### src/rpsc_pkg.sv
// Purpose: Shared constants for the radio packet and synthesizer config bank
// Assumes: Wishbone word addressing, byte address = 4 * register index
// Notes: Functional notes below list the behaviour kept by the bank
`default_nettype none
package rpsc_pkg;
   // Register indices; byte address is four times the index
   localparam logic [15:0] RPSC_IDX_PKT_CFG = 16'hdf04;
   localparam logic [15:0] RPSC_IDX_NODE_ADDR = 16'hdf05;
   localparam logic [15:0] RPSC_IDX_CARRIER_SLOT_NUMBER = 16'hdf06;
   localparam logic [15:0] RPSC_IDX_IF_CTRL = 16'hdf07;
   localparam logic [15:0] RPSC_IDX_FOFFS = 16'hdf08;
   // Packet handling config fields
   localparam int RPSC_WHITEN_BIT = 6;
   localparam int RPSC_FMT_LSB = 4;
   localparam int RPSC_LEGACY_BIT = 3;
   localparam int RPSC_CRC_BIT = 2;
   localparam int RPSC_LEN_LSB = 0;
   localparam logic [6:0] RPSC_PKT_CFG_WMASK = 7'h7f;
   localparam logic [6:0] RPSC_PKT_CFG_RST = 7'h45;
   // Intermediate frequency control fields
   localparam int RPSC_IF_RSVD_BIT = 5;
   localparam logic [5:0] RPSC_IF_CTRL_RST = 6'h0f;
   localparam logic [7:0] RPSC_NODE_ADDR_RST = 8'h00;
   localparam logic [7:0] RPSC_CARRIER_SLOT_NUMBER_RST = 8'h00;
   localparam logic [7:0] RPSC_FOFFS_RST = 8'h00;
   // Codes
   localparam logic [1:0] RPSC_FMT_NORMAL = 2'h0;
   localparam logic [1:0] RPSC_FMT_PN9 = 2'h2;
   localparam logic [1:0] RPSC_LEN_FIXED = 2'h0;
   localparam logic [1:0] RPSC_LEN_VAR = 2'h1;
   localparam logic [1:0] RPSC_ADF_NONE = 2'h0;
   localparam logic [1:0] RPSC_ADF_NODE = 2'h1;
   localparam logic [1:0] RPSC_ADF_BC0 = 2'h2;
   localparam logic [1:0] RPSC_ADF_BC0FF = 2'h3;
   localparam logic [7:0] RPSC_BCAST_LO = 8'h00;
   localparam logic [7:0] RPSC_BCAST_HI = 8'hff;
   // Frequency word scaling: base in fref/2^16 steps
   localparam int RPSC_BASE_STEP_EXP = 16;
   localparam int RPSC_IF_STEP_EXP = 10;
   localparam int RPSC_OFFS_STEP_EXP = 14;
   localparam int RPSC_IF_SHIFT = RPSC_BASE_STEP_EXP - RPSC_IF_STEP_EXP;
   localparam int RPSC_OFFS_SHIFT = RPSC_BASE_STEP_EXP - RPSC_OFFS_STEP_EXP;
   // PN9 generator seed
   localparam logic [8:0] RPSC_PN9_SEED = 9'h1ff;
endpackage
`default_nettype wire

### src/rpsc_top.sv
// Purpose: Config bank for packet handler and synthesizer, with derived controls
// Assumes: Classic Wishbone slave; all radio-side inputs are on sys_clk
// Notes: Radio-side inputs come from same-clock logic, so they are not synchronised
//
// Chosen here: register access over Wishbone.
`timescale 1ns/1ps
`default_nettype none
module rpsc_top
   import rpsc_pkg::*;
#(
   parameter int ADR_W = 18,
   parameter int SPACING_W = 8,
   parameter int FREQ_W = 24
)
(
   input wire logic sys_clk,
   input wire logic sys_rst,
   input wire logic clk_en,
   // Wishbone slave
   input wire logic wb_cyc_i,
   input wire logic wb_stb_i,
   input wire logic wb_we_i,
   input wire logic [ADR_W-1:0] wb_adr_i,
   input wire logic [3:0] wb_sel_i,
   input wire logic [31:0] wb_dat_i,
   output logic [31:0] wb_dat_o,
   output logic wb_ack_o,
   // Settings held outside this bank
   input wire logic [7:0] packet_length_limit,
   input wire logic [1:0] address_filter_mode,
   input wire logic [FREQ_W-1:0] base_freq_word,
   input wire logic [SPACING_W-1:0] carrier_slot_number_spacing,
   // Radio datapath hooks
   input wire logic rx_active,
   input wire logic tx_active,
   input wire logic tx_bit_strobe,
   input wire logic tx_payload_bit,
   input wire logic rx_addr_valid,
   input wire logic [7:0] rx_addr_byte,
   input wire logic rx_len_valid,
   input wire logic [7:0] rx_len_byte,
   // Configuration and derived controls
   output logic whitening_enable,
   output logic legacy_checksum_mode,
   output logic crc_tx_append,
   output logic crc_rx_check,
   output logic tx_bit,
   output logic [4:0] intermediate_freq_word,
   output logic [FREQ_W-1:0] synth_freq_word,
   output logic addr_pass,
   output logic addr_pass_valid,
   output logic [7:0] pkt_len,
   output logic pkt_len_ok,
   output logic pkt_len_valid
);
   ////////////////////////////////////////////////////////////////////////////
   // Register file
   logic [6:0] pkt_cfg_q;
   logic [6:0] pkt_cfg_d;
   logic [7:0] node_addr_q;
   logic [7:0] node_addr_d;
   logic [7:0] carrier_slot_number_q;
   logic [7:0] carrier_slot_number_d;
   logic [5:0] if_ctrl_q;
   logic [5:0] if_ctrl_d;
   logic [7:0] foffs_q;
   logic [7:0] foffs_d;
   logic ack_q;
   logic ack_d;
   logic [31:0] rdat_q;
   logic [31:0] rdat_d;
   logic [15:0] idx;
   logic req;

   assign idx = 16'(wb_adr_i[ADR_W-1:2]);
   // Ack blocks a retake, so a strobe held through ack is taken once
   assign req = wb_cyc_i && wb_stb_i && !ack_q;

   always_comb begin
      pkt_cfg_d = pkt_cfg_q;
      node_addr_d = node_addr_q;
      carrier_slot_number_d = carrier_slot_number_q;
      if_ctrl_d = if_ctrl_q;
      foffs_d = foffs_q;
      ack_d = req;
      // Read data is zero outside an answered access; a write acks with the register's old value
      rdat_d = 32'h0;
      if (req) begin
         // Unused bits read zero and ignore writes; unmapped reads return zero
         if (idx == RPSC_IDX_PKT_CFG) begin
            rdat_d = {25'h0, pkt_cfg_q};
            if (wb_we_i && wb_sel_i[0]) begin
               pkt_cfg_d = wb_dat_i[6:0] & RPSC_PKT_CFG_WMASK;
            end
         end else if (idx == RPSC_IDX_NODE_ADDR) begin
            rdat_d = {24'h0, node_addr_q};
            if (wb_we_i && wb_sel_i[0]) begin
               node_addr_d = wb_dat_i[7:0];
            end
         end else if (idx == RPSC_IDX_CARRIER_SLOT_NUMBER) begin
            rdat_d = {24'h0, carrier_slot_number_q};
            if (wb_we_i && wb_sel_i[0]) begin
               carrier_slot_number_d = wb_dat_i[7:0];
            end
         end else if (idx == RPSC_IDX_IF_CTRL) begin
            // Reserved bit 5 is kept for read-back only
            rdat_d = {26'h0, if_ctrl_q};
            if (wb_we_i && wb_sel_i[0]) begin
               if_ctrl_d = wb_dat_i[5:0];
            end
         end else if (idx == RPSC_IDX_FOFFS) begin
            rdat_d = {24'h0, foffs_q};
            if (wb_we_i && wb_sel_i[0]) begin
               foffs_d = wb_dat_i[7:0];
            end
         end
      end
   end

   always_ff @(posedge sys_clk or posedge sys_rst) begin
      if (sys_rst) begin
         pkt_cfg_q <= RPSC_PKT_CFG_RST;
         node_addr_q <= RPSC_NODE_ADDR_RST;
         carrier_slot_number_q <= RPSC_CARRIER_SLOT_NUMBER_RST;
         if_ctrl_q <= RPSC_IF_CTRL_RST;
         foffs_q <= RPSC_FOFFS_RST;
         ack_q <= 1'b0;
         rdat_q <= 32'h0;
      end else if (clk_en) begin
         pkt_cfg_q <= pkt_cfg_d;
         node_addr_q <= node_addr_d;
         carrier_slot_number_q <= carrier_slot_number_d;
         if_ctrl_q <= if_ctrl_d;
         foffs_q <= foffs_d;
         ack_q <= ack_d;
         rdat_q <= rdat_d;
      end
   end

   assign wb_ack_o = ack_q;
   assign wb_dat_o = rdat_q;

   ////////////////////////////////////////////////////////////////////////////
   // Field views
   logic [1:0] fmt;
   logic [1:0] len_mode;
   logic [4:0] if_word;
   assign fmt = pkt_cfg_q[RPSC_FMT_LSB +: 2];
   assign len_mode = pkt_cfg_q[RPSC_LEN_LSB +: 2];
   assign if_word = if_ctrl_q[4:0];

   ////////////////////////////////////////////////////////////////////////////
   // Test transmit source
   logic pn_bit;
   logic pn_mode;
   // Random data is a transmit-only substitution; receive ignores the format
   assign pn_mode = (fmt == RPSC_FMT_PN9) && tx_active;

   // Seed reloads while idle so every test packet starts from the same bits
   rpsc_pn9 u_pn9 (
      .sys_clk(sys_clk),
      .sys_rst(sys_rst),
      .clk_en(clk_en),
      .restart(!tx_active),
      .advance(pn_mode && tx_bit_strobe),
      .pn_bit(pn_bit)
   );

   ////////////////////////////////////////////////////////////////////////////
   // Derived controls
   logic whiten_q;
   logic whiten_d;
   logic legacy_q;
   logic legacy_d;
   logic crc_tx_q;
   logic crc_tx_d;
   logic crc_rx_q;
   logic crc_rx_d;
   logic tx_bit_q;
   logic tx_bit_d;
   logic [4:0] ifw_q;
   logic [4:0] ifw_d;
   logic [FREQ_W-1:0] freq_q;
   logic [FREQ_W-1:0] freq_d;
   logic pass_q;
   logic pass_d;
   logic pass_vld_q;
   logic pass_vld_d;
   logic [7:0] len_q;
   logic [7:0] len_d;
   logic len_ok_q;
   logic len_ok_d;
   logic len_vld_q;
   logic len_vld_d;
   logic [SPACING_W+7:0] carrier_slot_number_prod;
   logic [FREQ_W-1:0] offs_ext;
   logic [FREQ_W-1:0] if_ext;
   logic addr_hit;

   assign carrier_slot_number_prod = {{SPACING_W{1'b0}}, carrier_slot_number_q} * {8'h0, carrier_slot_number_spacing};
   // Offset steps are 4x a base step; sign-extended before the shift
   assign offs_ext = FREQ_W'(signed'({{(FREQ_W-8){foffs_q[7]}}, foffs_q})
                     <<< RPSC_OFFS_SHIFT);
   assign if_ext = FREQ_W'({{(FREQ_W-5){1'b0}}, if_word} << RPSC_IF_SHIFT);

   always_comb begin
      addr_hit = 1'b0;
      case (address_filter_mode)
         RPSC_ADF_NONE: addr_hit = 1'b1;
         RPSC_ADF_NODE: addr_hit = (rx_addr_byte == node_addr_q);
         RPSC_ADF_BC0: begin
            addr_hit = (rx_addr_byte == node_addr_q) ||
                       (rx_addr_byte == RPSC_BCAST_LO);
         end
         default: begin
            addr_hit = (rx_addr_byte == node_addr_q) ||
                       (rx_addr_byte == RPSC_BCAST_LO) ||
                       (rx_addr_byte == RPSC_BCAST_HI);
         end
      endcase
   end

   always_comb begin
      // Software keeps whitening and legacy checksum exclusive; passed through as set
      whiten_d = pkt_cfg_q[RPSC_WHITEN_BIT];
      legacy_d = pkt_cfg_q[RPSC_LEGACY_BIT];
      crc_tx_d = pkt_cfg_q[RPSC_CRC_BIT];
      crc_rx_d = pkt_cfg_q[RPSC_CRC_BIT];
      tx_bit_d = pn_mode ? pn_bit : tx_payload_bit;
      ifw_d = if_word;
      // Sum wraps at the word width; software keeps the result in band
      freq_d = base_freq_word + FREQ_W'(carrier_slot_number_prod) + offs_ext;
      if (rx_active) begin
         freq_d = freq_d - if_ext;
      end
      // Filter result holds as a level until the next address byte
      pass_d = pass_q;
      pass_vld_d = 1'b0;
      if (rx_addr_valid) begin
         pass_d = addr_hit;
         pass_vld_d = 1'b1;
      end
      len_d = len_q;
      len_ok_d = len_ok_q;
      len_vld_d = 1'b0;
      // Reserved length codes fall back to fixed handling
      if (len_mode == RPSC_LEN_VAR) begin
         if (rx_len_valid) begin
            len_d = rx_len_byte;
            len_ok_d = (rx_len_byte <= packet_length_limit);
            len_vld_d = 1'b1;
         end
      end else begin
         len_d = packet_length_limit;
         len_ok_d = 1'b1;
         len_vld_d = rx_len_valid;
      end
   end

   always_ff @(posedge sys_clk or posedge sys_rst) begin
      if (sys_rst) begin
         whiten_q <= RPSC_PKT_CFG_RST[RPSC_WHITEN_BIT];
         legacy_q <= RPSC_PKT_CFG_RST[RPSC_LEGACY_BIT];
         crc_tx_q <= RPSC_PKT_CFG_RST[RPSC_CRC_BIT];
         crc_rx_q <= RPSC_PKT_CFG_RST[RPSC_CRC_BIT];
         tx_bit_q <= 1'b0;
         ifw_q <= RPSC_IF_CTRL_RST[4:0];
         freq_q <= '0;
         pass_q <= 1'b0;
         pass_vld_q <= 1'b0;
         len_q <= 8'h0;
         len_ok_q <= 1'b0;
         len_vld_q <= 1'b0;
      end else if (clk_en) begin
         whiten_q <= whiten_d;
         legacy_q <= legacy_d;
         crc_tx_q <= crc_tx_d;
         crc_rx_q <= crc_rx_d;
         tx_bit_q <= tx_bit_d;
         ifw_q <= ifw_d;
         freq_q <= freq_d;
         pass_q <= pass_d;
         pass_vld_q <= pass_vld_d;
         len_q <= len_d;
         len_ok_q <= len_ok_d;
         len_vld_q <= len_vld_d;
      end
   end

   assign whitening_enable = whiten_q;
   assign legacy_checksum_mode = legacy_q;
   assign crc_tx_append = crc_tx_q;
   assign crc_rx_check = crc_rx_q;
   assign tx_bit = tx_bit_q;
   assign intermediate_freq_word = ifw_q;
   assign synth_freq_word = freq_q;
   assign addr_pass = pass_q;
   assign addr_pass_valid = pass_vld_q;
   assign pkt_len = len_q;
   assign pkt_len_ok = len_ok_q;
   assign pkt_len_valid = len_vld_q;
endmodule // rpsc_top
`default_nettype wire

### src/rpsc_pn9.sv
// Purpose: PN9 pseudo-random bit source for test transmission
// Assumes: Polynomial x^9 + x^5 + 1, one bit per advance strobe
// Notes: Reloads the seed on restart so each test packet starts alike
`timescale 1ns/1ps
`default_nettype none
module rpsc_pn9
   import rpsc_pkg::*;
(
   input wire logic sys_clk,
   input wire logic sys_rst,
   input wire logic clk_en,
   input wire logic restart,
   input wire logic advance,
   output logic pn_bit
);
   logic [8:0] lfsr_q;
   logic [8:0] lfsr_d;

   always_comb begin
      lfsr_d = lfsr_q;
      if (restart) begin
         lfsr_d = RPSC_PN9_SEED;
      end else if (advance) begin
         lfsr_d = {lfsr_q[0] ^ lfsr_q[5], lfsr_q[8:1]};
      end
   end

   always_ff @(posedge sys_clk or posedge sys_rst) begin
      if (sys_rst) begin
         lfsr_q <= RPSC_PN9_SEED;
      end else if (clk_en) begin
         lfsr_q <= lfsr_d;
      end
   end

   assign pn_bit = lfsr_q[0];
endmodule // rpsc_pn9
`default_nettype wire

### config.mk
export PLATFORM = sky130hd
export DESIGN_NAME = rpsc_top
export DESIGN_NICKNAME = d
export VERILOG_FILES = /design/src/rpsc_pkg.sv /design/src/rpsc_top.sv /design/src/rpsc_pn9.sv
export SDC_FILE = /design/constraint.sdc
export NUM_CORES = 1
export LEC_CHECK = 0
export BUFFER_PORTS_ARGS = -buffer_cell sky130_fd_sc_hd__buf_2
export CAP_MARGIN = 10
export CORE_UTILIZATION = 55
export CTS_CLUSTER_SIZE = 40
export DETAILED_ROUTE_END_ITERATION = 10
export GPL_ROUTABILITY_DRIVEN = 0
export PLACE_DENSITY_LB_ADDON = 0.25
export SYNTH_ARGS = -nofsm -noshare
export SYNTH_HDL_FRONTEND = slang
export SYNTH_HIERARCHICAL = 1
export SYNTH_SLANG_ARGS = --single-unit
export TNS_END_PERCENT = 50
### constraint.sdc
create_clock -name sys_clk -period 13.8 [get_ports sys_clk]
set_input_delay 2.76 -clock sys_clk [delete_from_list [all_inputs] [get_ports sys_clk]]
set_output_delay 2.76 -clock sys_clk [all_outputs]
set_load 0.03 [all_outputs]
Word level (Yosys, flattened, before mapping):

Cells that the tools add are included.

* add/sub/neg operators: 3
* multiply operators: 1
* magnitude comparators: 1
* equality and inequality tests: 13
* mux-type cells: 18
* bitwise logic cells: 5
* reductions and logical operators: 18

Operators by type and width (number)
* $eq 16x16->1 const B: 5
* $mux 8: 8
* $add 24x16->24: 1
* $add 24x24->24: 1
* $mux 24: 1
* $sub 24x11->24: 1
* $mux 9: 2
* $mul 8x8->16: 1
* $eq 8x8->1: 1
* $eq 8x8->1 const B: 1
* $le 8x8->1: 1
* $logic_not 8->1: 1
* $reduce_and 8->1: 1
* $reduce_and 7->1: 1
* $mux 1: 6
* $reduce_and 2->1: 3
* $reduce_and 6->1: 1
* $logic_and 1x1->1: 5
* $reduce_and 5->1: 1
* $eq 2x1->1 const B: 2
* $eq 2x2->1 const B: 2
* $not 1->1: 4
* $reduce_and 4->1: 1
* $pmux 1 s3: 1
* other kinds (6): 7

* register bits after elaboration: 124
* bits of input ports: 124
* output and inout port bits: 79

Logic depth before layout (Yosys ltp):

Gate-level depths: netlist (run 1).

* depth after elaboration: 7
* mapped depth: 27

Hierarchy:

Netlist (run 1), hierarchy kept.

Modules (own cells, without submodules)
* rpsc_top: times used 1, cells an instance 875, area each 8374.3 um^2, seq. area each 2293.4 um^2
* rpsc_pn9: times used 1, cells an instance 37, area each 483.0 um^2, seq. area each 236.5 um^2

Worst setup path after synthesis (run 1):

OpenSTA, ideal clock, no wires.

* kind: input port to flip-flop
* from: input port carrier_slot_number_spacing[7]
* to: register freq_q[21] (netlist: synth_freq_word[21])
* setup time: 0.125 ns
* data arrival time: 8.288 ns
* slack: 5.387 ns
* stages on the path: 23
* cells stage by stage: nand2_1 fa_1 fa_1 inv_1 fa_1 fa_1 inv_1 fa_1 inv_1 ha_1 a21o_1 a31o_1 o21a_1 o21a_1 nor2_1 xnor2_1 ha_1 inv_1 o21ai_0 or3_1 and4bb_1 xnor2_1 mux2_4

* word-level cells in the longest chain between the ends: 5

Ends and longest elaborated chain
* start: declaration: RTL line rpsc_top.sv:32 `input wire logic [SPACING_W-1:0] carrier_slot_number_spacing,`
* $mul 8x8->16 (*): RTL line rpsc_top.sv:200 `assign carrier_slot_number_prod = {{SPACING_W{1'b0}}, carrier_slot_number_q} * {8'h0, carrier_slot_number_spac ...`
* $add 24x16->24 (*): RTL line rpsc_top.sv:232 `freq_d = base_freq_word + FREQ_W'(carrier_slot_number_prod) + offs_ext;`
* $add 24x24->24 (*): RTL line rpsc_top.sv:232
* $sub 24x11->24: RTL line rpsc_top.sv:234 `freq_d = freq_d - if_ext;`
* $mux 24 (*): RTL line rpsc_top.sv:233 `if (rx_active) begin`
* end signal: assignment: RTL line rpsc_top.sv:281 `freq_q <= freq_d;`
* end: declaration: RTL line rpsc_top.sv:183 `logic [FREQ_W-1:0] freq_q;`

Every way passes the cells marked *; elsewhere a longest branch is shown, timed or not.
A chain may end at the register's enable or synchronous reset.

Final worst setup path (run 1):

Same ends and word-level chain as after synthesis.

==> impl_metrics.tcl, run 1 <==
set metrics [dict create \
    crit_chain "buf_2 -> nand2_1 -> fa_1 -> fa_1 -> inv_1 -> fa_1 -> fa_1 -> inv_1 -> fa_1 -> inv_1 -> ha_1 -> a21o_1 -> a31o_1 -> o21a_1 -> nor2_1 -> ha_1 -> inv_1 -> o21ai_0 -> a21oi_1 -> o21ai_0 -> or3_1 -> and4bb_1 -> xnor2_1 -> mux2_4" \
    clk_pin_slew_worst_paths_ns 0.07 \
    clock_sinks 100 \
    worstPathRequired_ns 14.03 \
    fin_skew_ns 0.00814 \
    grt_most_used_layer "met2" \
    cp-end-kind "register" \
    period_share_pct 62.9 \
    ys.flop_type "dfrtp_1" \
    p_leak_nw 5.14 \
    cts_root_buffer "clkbuf_16" \
    yosys_register_bits 100 \
    path_common_cell "fa_1" \
    antenna_found_initial 0 \
    worst_pin_slew_ns 0.965 \
    fmax_ghz 0.115 \
    dieWidth_um 129 \
    grt_overflow 0 \
    post-route-util_pct 63.0 \
    postCtsSetupRepairBufs 0 \
    synth.distinct_cells 75 \
    final_nets 1301 \
    grt_use_met2_pct 43.4 \
    dieArea_sq_um 16600 \
    maxSlewHeadroom_pct 35.3 \
    final-hold-violation-count 0 \
    post-dp-hpwl_um 15300 \
    worstSetupPathType "in2reg" \
    drt-wirelength-per-cell_um 14.7 \
    ant_nets 0 \
    fp-row-count 46 \
    cp_num_buf_inv 5 \
    fp.dieH_um 129 \
    htree_levels 3 \
    core_region_area_sq_um 15800 \
    hp-class "reg2reg" \
    met3_usage_pct 3.95 \
    initial_core_util_pct 56.0 \
    wl_um 18700 \
    cts_tree "built" \
    ys_seq_area_share_pct 28.6 \
    drive_gt1_share_pct 25.2 \
    slowest_delay_ns 0.55 \
    portBuffers 149 \
    status "completed" \
    grt_max_degree 70 \
    use_met1_pct 29.8 \
    ioPinCount 203 \
    setup_tns_ns 0 \
    syn_inst 912 \
    setup_viol 0 \
    drv_slew 0 \
    power.density_nw_per_um2 70.5 \
    clockBufferDepth 2 \
    vias_per_cell 5.27 \
    post-route-min-period_ns 8.67 \
    synth_edf_count 0 \
    grt_pass1_wl_um 31100 \
    grt_pass1_vias 6479 \
    drt_iter0_markers 332 \
    dr.pass1.iters 4 \
    rsz0062_at_grt "false" \
    cts_resized 0 \
    holdBufCountCts 0 \
    crit_path_start_kind "primary input" \
    post-place-ws_ns 4.79 \
    syn_to_final_growth_pct 12.6 \
    clk-insertion-delay-late_ns 0.34 \
    yosysWarnings 6 \
    insertedDiodeCount 0 \
    fin_ws_ns 5.13 \
    cp_max_fo 8 \
    num_vias 6671 \
    synth.cell_area_sq_um 8860 \
    maxCapViolCount 0 \
    remaining_drc_errors 0 \
    finalPower_mw 0.702 \
    grt.total_usage_pct 24.1 \
    cp_top_family "adder cells" \
    irDropWorstVdd_v 0.0000471 \
    cts_buffers 9 \
    async_reset_ff_share_pct 100 \
    worstPathArrival_ns 8.90 \
    critical-path-slowest-cell "fa_1" \
    synth.avg_cell_area_sq_um 9.71 \
]
==> cell type report <==
cell class,instances,area (sq um)
fill,1381,5860
multi-input combinational,639,5560
timing repair buffer,152,768
inverter,144,542
clock inverter,6,72.6
tap,216,270
clock buffer,10,229
sequential,100,2530
==> where the power goes <==
group          switching [mW]  internal (mW)
clock network           0.107          0.142
logic                  0.0898         0.0473
registers             0.00813          0.308
==> worst reg2reg max path: stages, from the launching register on <==
cell,delay (ns)
dfrtp_1,0.55
nand2_1,0.15
fa_1,0.53
fa_1,0.55
inv_1,0.06
fa_1,0.50
fa_1,0.55
inv_1,0.05
fa_1,0.50
inv_1,0.04
ha_1,0.37
a21o_1,0.24
a31o_1,0.23
o21a_1,0.23
nor2_1,0.18
ha_1,0.29
inv_1,0.06
o21ai_0,0.13
a21oi_1,0.17
o21ai_0,0.17
or3_1,0.43
and4bb_1,0.27
xnor2_1,0.07
mux2_4,0.25
==> layout by cell type, fill, tap and decap left out, drive strengths merged, types with 9 or more instances in the layout <==
cell type / Yosys / layout
conb: 1 / 24
dfstp: 22 / 22
nor2b: 13 / 13
nand3: 11 / 11
nor3: 14 / 14
dfrtp: 78 / 78
buf: 32 / 152
and2: 39 / 39
fa: 66 / 66
ha: 65 / 65
nand2: 65 / 65
inv: 143 / 143
o21ai: 28 / 28
nor2: 48 / 48
clkbuf: 20 / 10
a21oi: 56 / 56
and3: 9 / 9
xor2: 17 / 17
xnor2: 21 / 21
mux2: 52 / 52
==> flip-flops by register name, summed over array words and instances (netlist names) <==
name / count
synth_freq_word: 24
u_pn9/lfsr_q: 9
carrier_slot_number_q: 8
foffs_q: 8
node_addr_q: 8
pkt_len: 8
wb_dat_o: 8
pkt_cfg_q: 7
if_ctrl_q: 6
intermediate_freq_word: 5
addr_pass: 1
addr_pass_valid: 1
crc_rx_check: 1
legacy_checksum_mode: 1
pkt_len_ok: 1
pkt_len_valid: 1
tx_bit: 1
wb_ack_o: 1
whitening_enable: 1
==> routing by layer <==
metal  wire [um]  part of all wire, %
met5           0                    0
met4         335                  1.8
met3         739                  4.0
met2        9540                   51
met1        8070                   43
==> worst paths after layout <==
check	from	endpoint	slack (ns)	depth (start not counted)
setup / recovery	carrier_slot_number_spacing[7]	synth_freq_word[21]$_DFFE_PP0P_	5.13	24
hold / removal	pkt_len[7]$_DFFE_PP0P_	pkt_len[7]$_DFFE_PP0P_	0.48	2
setup reg to reg	carrier_slot_number_q[0]$_DFFE_PP0P_	synth_freq_word[21]$_DFFE_PP0P_	7.10	23
hold reg to reg	pkt_len[7]$_DFFE_PP0P_	pkt_len[7]$_DFFE_PP0P_	0.48	2
max in group asynchronous	sys_rst	node_addr_q[2]$_DFFE_PP0P_	10.23	3
min in group asynchronous	sys_rst	tx_bit$_DFFE_PP0P_	2.44	2
==> kinds of logic (layout without fill, tap and decap cells) <==
family | count (synthesis) | in the layout | synth area share (%)
AND/OR/NAND/NOR | 239 | 239 | 14.4
buffers and inverters | 196 | 312 | 9.66
AO/OA/AOI/OAI | 142 | 142 | 10.4
adder cells (fa/ha/maj) | 131 | 131 | 24.1
flip-flops | 100 | 100 | 28.6
multiplexers | 65 | 65 | 8.97
XOR/XNOR | 38 | 38 | 3.84
other | 1 | 24 | 0.0423
==> synthesized netlist by cell type (all sizes together) (17+ instances only) <==
cell type  instances  area, sq um
fa                66         1320
clkbuf            20         75.1
dfrtp             78         1950
a21oi             56          292
nor2              48          180
and2              39          244
mux2              52          589
xnor2             21          191
dfstp             22          578
buf               32          240
ha                65          813
inv              143          537
xor2              17          149
nand2             65          244
o21ai             28          140
==> metrics by stage <==
stage	std cells	hold slack [ns]	instance area (sq um)
final	1267	0.478	9970
after global routing	1267	0.508	9970
after CTS	1267	0.484	9970
after detailed placement	1251	0.469	9670
after global placement	1251	0.457	9670
after floorplan	935	0.475	8940
Note: power is estimated with default switching activity, not from simulation.
==> run 2, diff against run 1 <==
--- a/config.mk
+++ b/config.mk
@@ -7,7 +7,7 @@
 export LEC_CHECK = 0
 export BUFFER_PORTS_ARGS = -buffer_cell sky130_fd_sc_hd__buf_2
 export CAP_MARGIN = 10
-export CORE_UTILIZATION = 55
+export CORE_UTILIZATION = 50
 export CTS_CLUSTER_SIZE = 40
 export DETAILED_ROUTE_END_ITERATION = 10
 export GPL_ROUTABILITY_DRIVEN = 0
==> constraint.sdc (replaced) <==
create_clock -name sys_clk -period 7.5 [get_ports sys_clk]
set_input_delay 1.5 -clock sys_clk [delete_from_list [all_inputs] [get_ports sys_clk]]
set_output_delay 1.5 -clock sys_clk [all_outputs]
set_load 0.03 [all_outputs]
==> impl_metrics.tcl, run 2 (synthesis gave the netlist of run 1 again) <==
set metrics [dict create \
    status "completed" \
    postCtsSetupRepairBufs 0 \
    initial_core_util_pct 51.2 \
    layout_commonest_cell "buf_2" \
    wl_um 19200 \
    rr_endpoint "synth_freq_word[21]$_DFFE_PP0P_" \
    final-hold-violation-count 0 \
    fp.dieH_um 135 \
    final_design_area_no_fill_sq_um 10100 \
    p_comb_share_pct 19.7 \
    dr.pass1.iters 5 \
    n_fill_cell 1562 \
    cp_max_fo 4 \
    min-delay-start "pkt_len[1]$_DFFE_PP0P_" \
    wl_met2_um 9480 \
    placed_cells 1277 \
    grt.total_usage_pct 22.2 \
    drt_iter0_markers 268 \
    dieWidth_um 135 \
    post-route-min-period_ns 7.11 \
    cts_buffers 9 \
    holdBufCountCts 0 \
    worst_r2r_path_depth 23 \
    setup_viol 0 \
    rrSetupSlack_ns 1.03 \
    holdPathStages 2 \
    mostFrequentLayoutCells "buf_2, inv_1, dfrtp_1, fa_1" \
    irDropWorstVdd_v 0.000101 \
    top_layer "met4" \
    post-dp-hpwl_um 15600 \
    p_leak_nw 5.22 \
    insertedDiodeCount 0 \
    hold_end "pkt_len[1]$_DFFE_PP0P_" \
    syn_to_final_growth_pct 14.2 \
    ioPinCount 203 \
    htree_levels 3 \
    maxCapViolCount 0 \
    post-route-util_pct 58.5 \
    antenna_found_initial 0 \
    ant_nets 0 \
    final_nets 1318 \
    p_sw_share_pct 29.2 \
    period_share_pct 94.7 \
    power.density_nw_per_um2 129 \
    grt_pass1_vias 6546 \
    wl_met1_um 8700 \
    place_area_sq_um 9810 \
    clk_pin_slew_worst_paths_ns 0.07 \
    grt_overflow 0 \
    portBuffers 149 \
    fp-row-count 48 \
    rsz0062_at_grt "false" \
    drt-wirelength-per-cell_um 14.8 \
    grt_pass1_wl_um 31700 \
    p_int_mw 0.926 \
    hp-class "reg2reg" \
    drv_slew 0 \
    remaining_drc_errors 0 \
    fin_cells 1293 \
    worstSetupPathType "in2reg" \
    worstPathRequired_ns 7.73 \
    vias_per_cell 5.17 \
    cts_root_buffer "clkbuf_16" \
    worst_pin_slew_ns 0.964 \
    wl_met3_um 774 \
    fmax_ghz 0.141 \
    grt_max_degree 70 \
    r2r_start "carrier_slot_number_q[2]$_DFFE_PP0P_" \
    seqPwrFrac_pct 44.5 \
    worstPathArrival_ns 7.34 \
    setup_tns_ns 0 \
    crit_path_start_kind "primary input" \
    drive_gt1_share_pct 26.5 \
    largest_reg_flops 24 \
    cts_tree "built" \
    dieArea_sq_um 18300 \
    core_region_area_sq_um 17300 \
    clockBufferDepth 2 \
    p_clk_share_pct 35.8 \
    p_sw_mw 0.382 \
    clk-insertion-delay-late_ns 0.34 \
    fin_skew_ns 0.00733 \
    cp-end-kind "register" \
    num_vias 6685 \
    maxSlewHeadroom_pct 35.3 \
    clock_sinks 100 \
]
[run 2: worst max path at each step]
stage | end | from | slack, ns | depth (start not counted)
2_1_floorplan | synth_freq_word[21]$_DFFE_PP0P_ | carrier_slot_number_spacing[7] | 0.35 | 23
4_1_cts | synth_freq_word[21]$_DFFE_PP0P_ | carrier_slot_number_spacing[6] | 0.29 | 24
3_5_place_dp | synth_freq_word[21]$_DFFE_PP0P_ | carrier_slot_number_spacing[6] | -0.06 | 24
3_3_place_gp | synth_freq_word[21]$_DFFE_PP0P_ | carrier_slot_number_spacing[6] | 0.02 | 24
6_report | synth_freq_word[21]$_DFFE_PP0P_ | carrier_slot_number_spacing[7] | 0.39 | 24
5_1_grt | synth_freq_word[22]$_DFFE_PP0P_ | carrier_slot_number_spacing[7] | 0.01 | 26
[run 2: layout make-up]
cell class                 instances  area (sq um)  area share [%]
multi-input combinational        639          5560            55.0
sequential                       100          2530            25.0
timing repair buffer             169           896            8.85
inverter                         144           542            5.35
tap                              225           282            2.78
clock buffer                      11           243            2.40
clock inverter                     5          61.3           0.606
[run 2: power groups by stage]
stage	clock, mW	sequential (mW)	combinational (mW)
2_1_floorplan	0	0.630	0.139
3_3_place_gp	0	0.592	0.255
5_1_grt	0.495	0.585	0.287
4_1_cts	0.475	0.582	0.261
6_report	0.468	0.582	0.258
3_5_place_dp	0	0.591	0.260
[run 2: worst max-delay path: stages]
cell and delay, ns:
buf_2 0.11, nand2_1 0.08, fa_1 0.53, fa_1 0.55, inv_1 0.05, fa_1 0.50, fa_1 0.54, inv_1 0.05
fa_1 0.50, inv_1 0.04, ha_1 0.31, a21o_1 0.20, a31o_1 0.20, o21a_1 0.22, o21a_1 0.17, nor2_1 0.11
xnor2_1 0.17, ha_1 0.28, inv_1 0.07, o21ai_1 0.12, or3_1 0.41, and4bb_1 0.27, xnor2_1 0.07, mux2_4 0.25
[run 2: repair_timing]
action,in CTS,in global routing
hold endpoints to repair,0,0
gates resized for setup,0,3
setup endpoints to repair,0,5
[run 2: through the flow]
stage          setup WS [ns]  hold slack, ns  total power [mW]
3_5_place_dp         -0.0597           0.470             0.851
6_report               0.395           0.478              1.31
4_1_cts                0.289           0.485              1.32
5_1_grt               0.0137           0.496              1.37
2_1_floorplan          0.347           0.475             0.769
3_3_place_gp          0.0165           0.464             0.847
[run 2: per-layer routing]
layer,vias to the layer above,track usage (%)
met2,166,39.3
met1,3216,29.2
met4,0,5.06
met3,16,2.03
met5,-,0
li1,3287,-
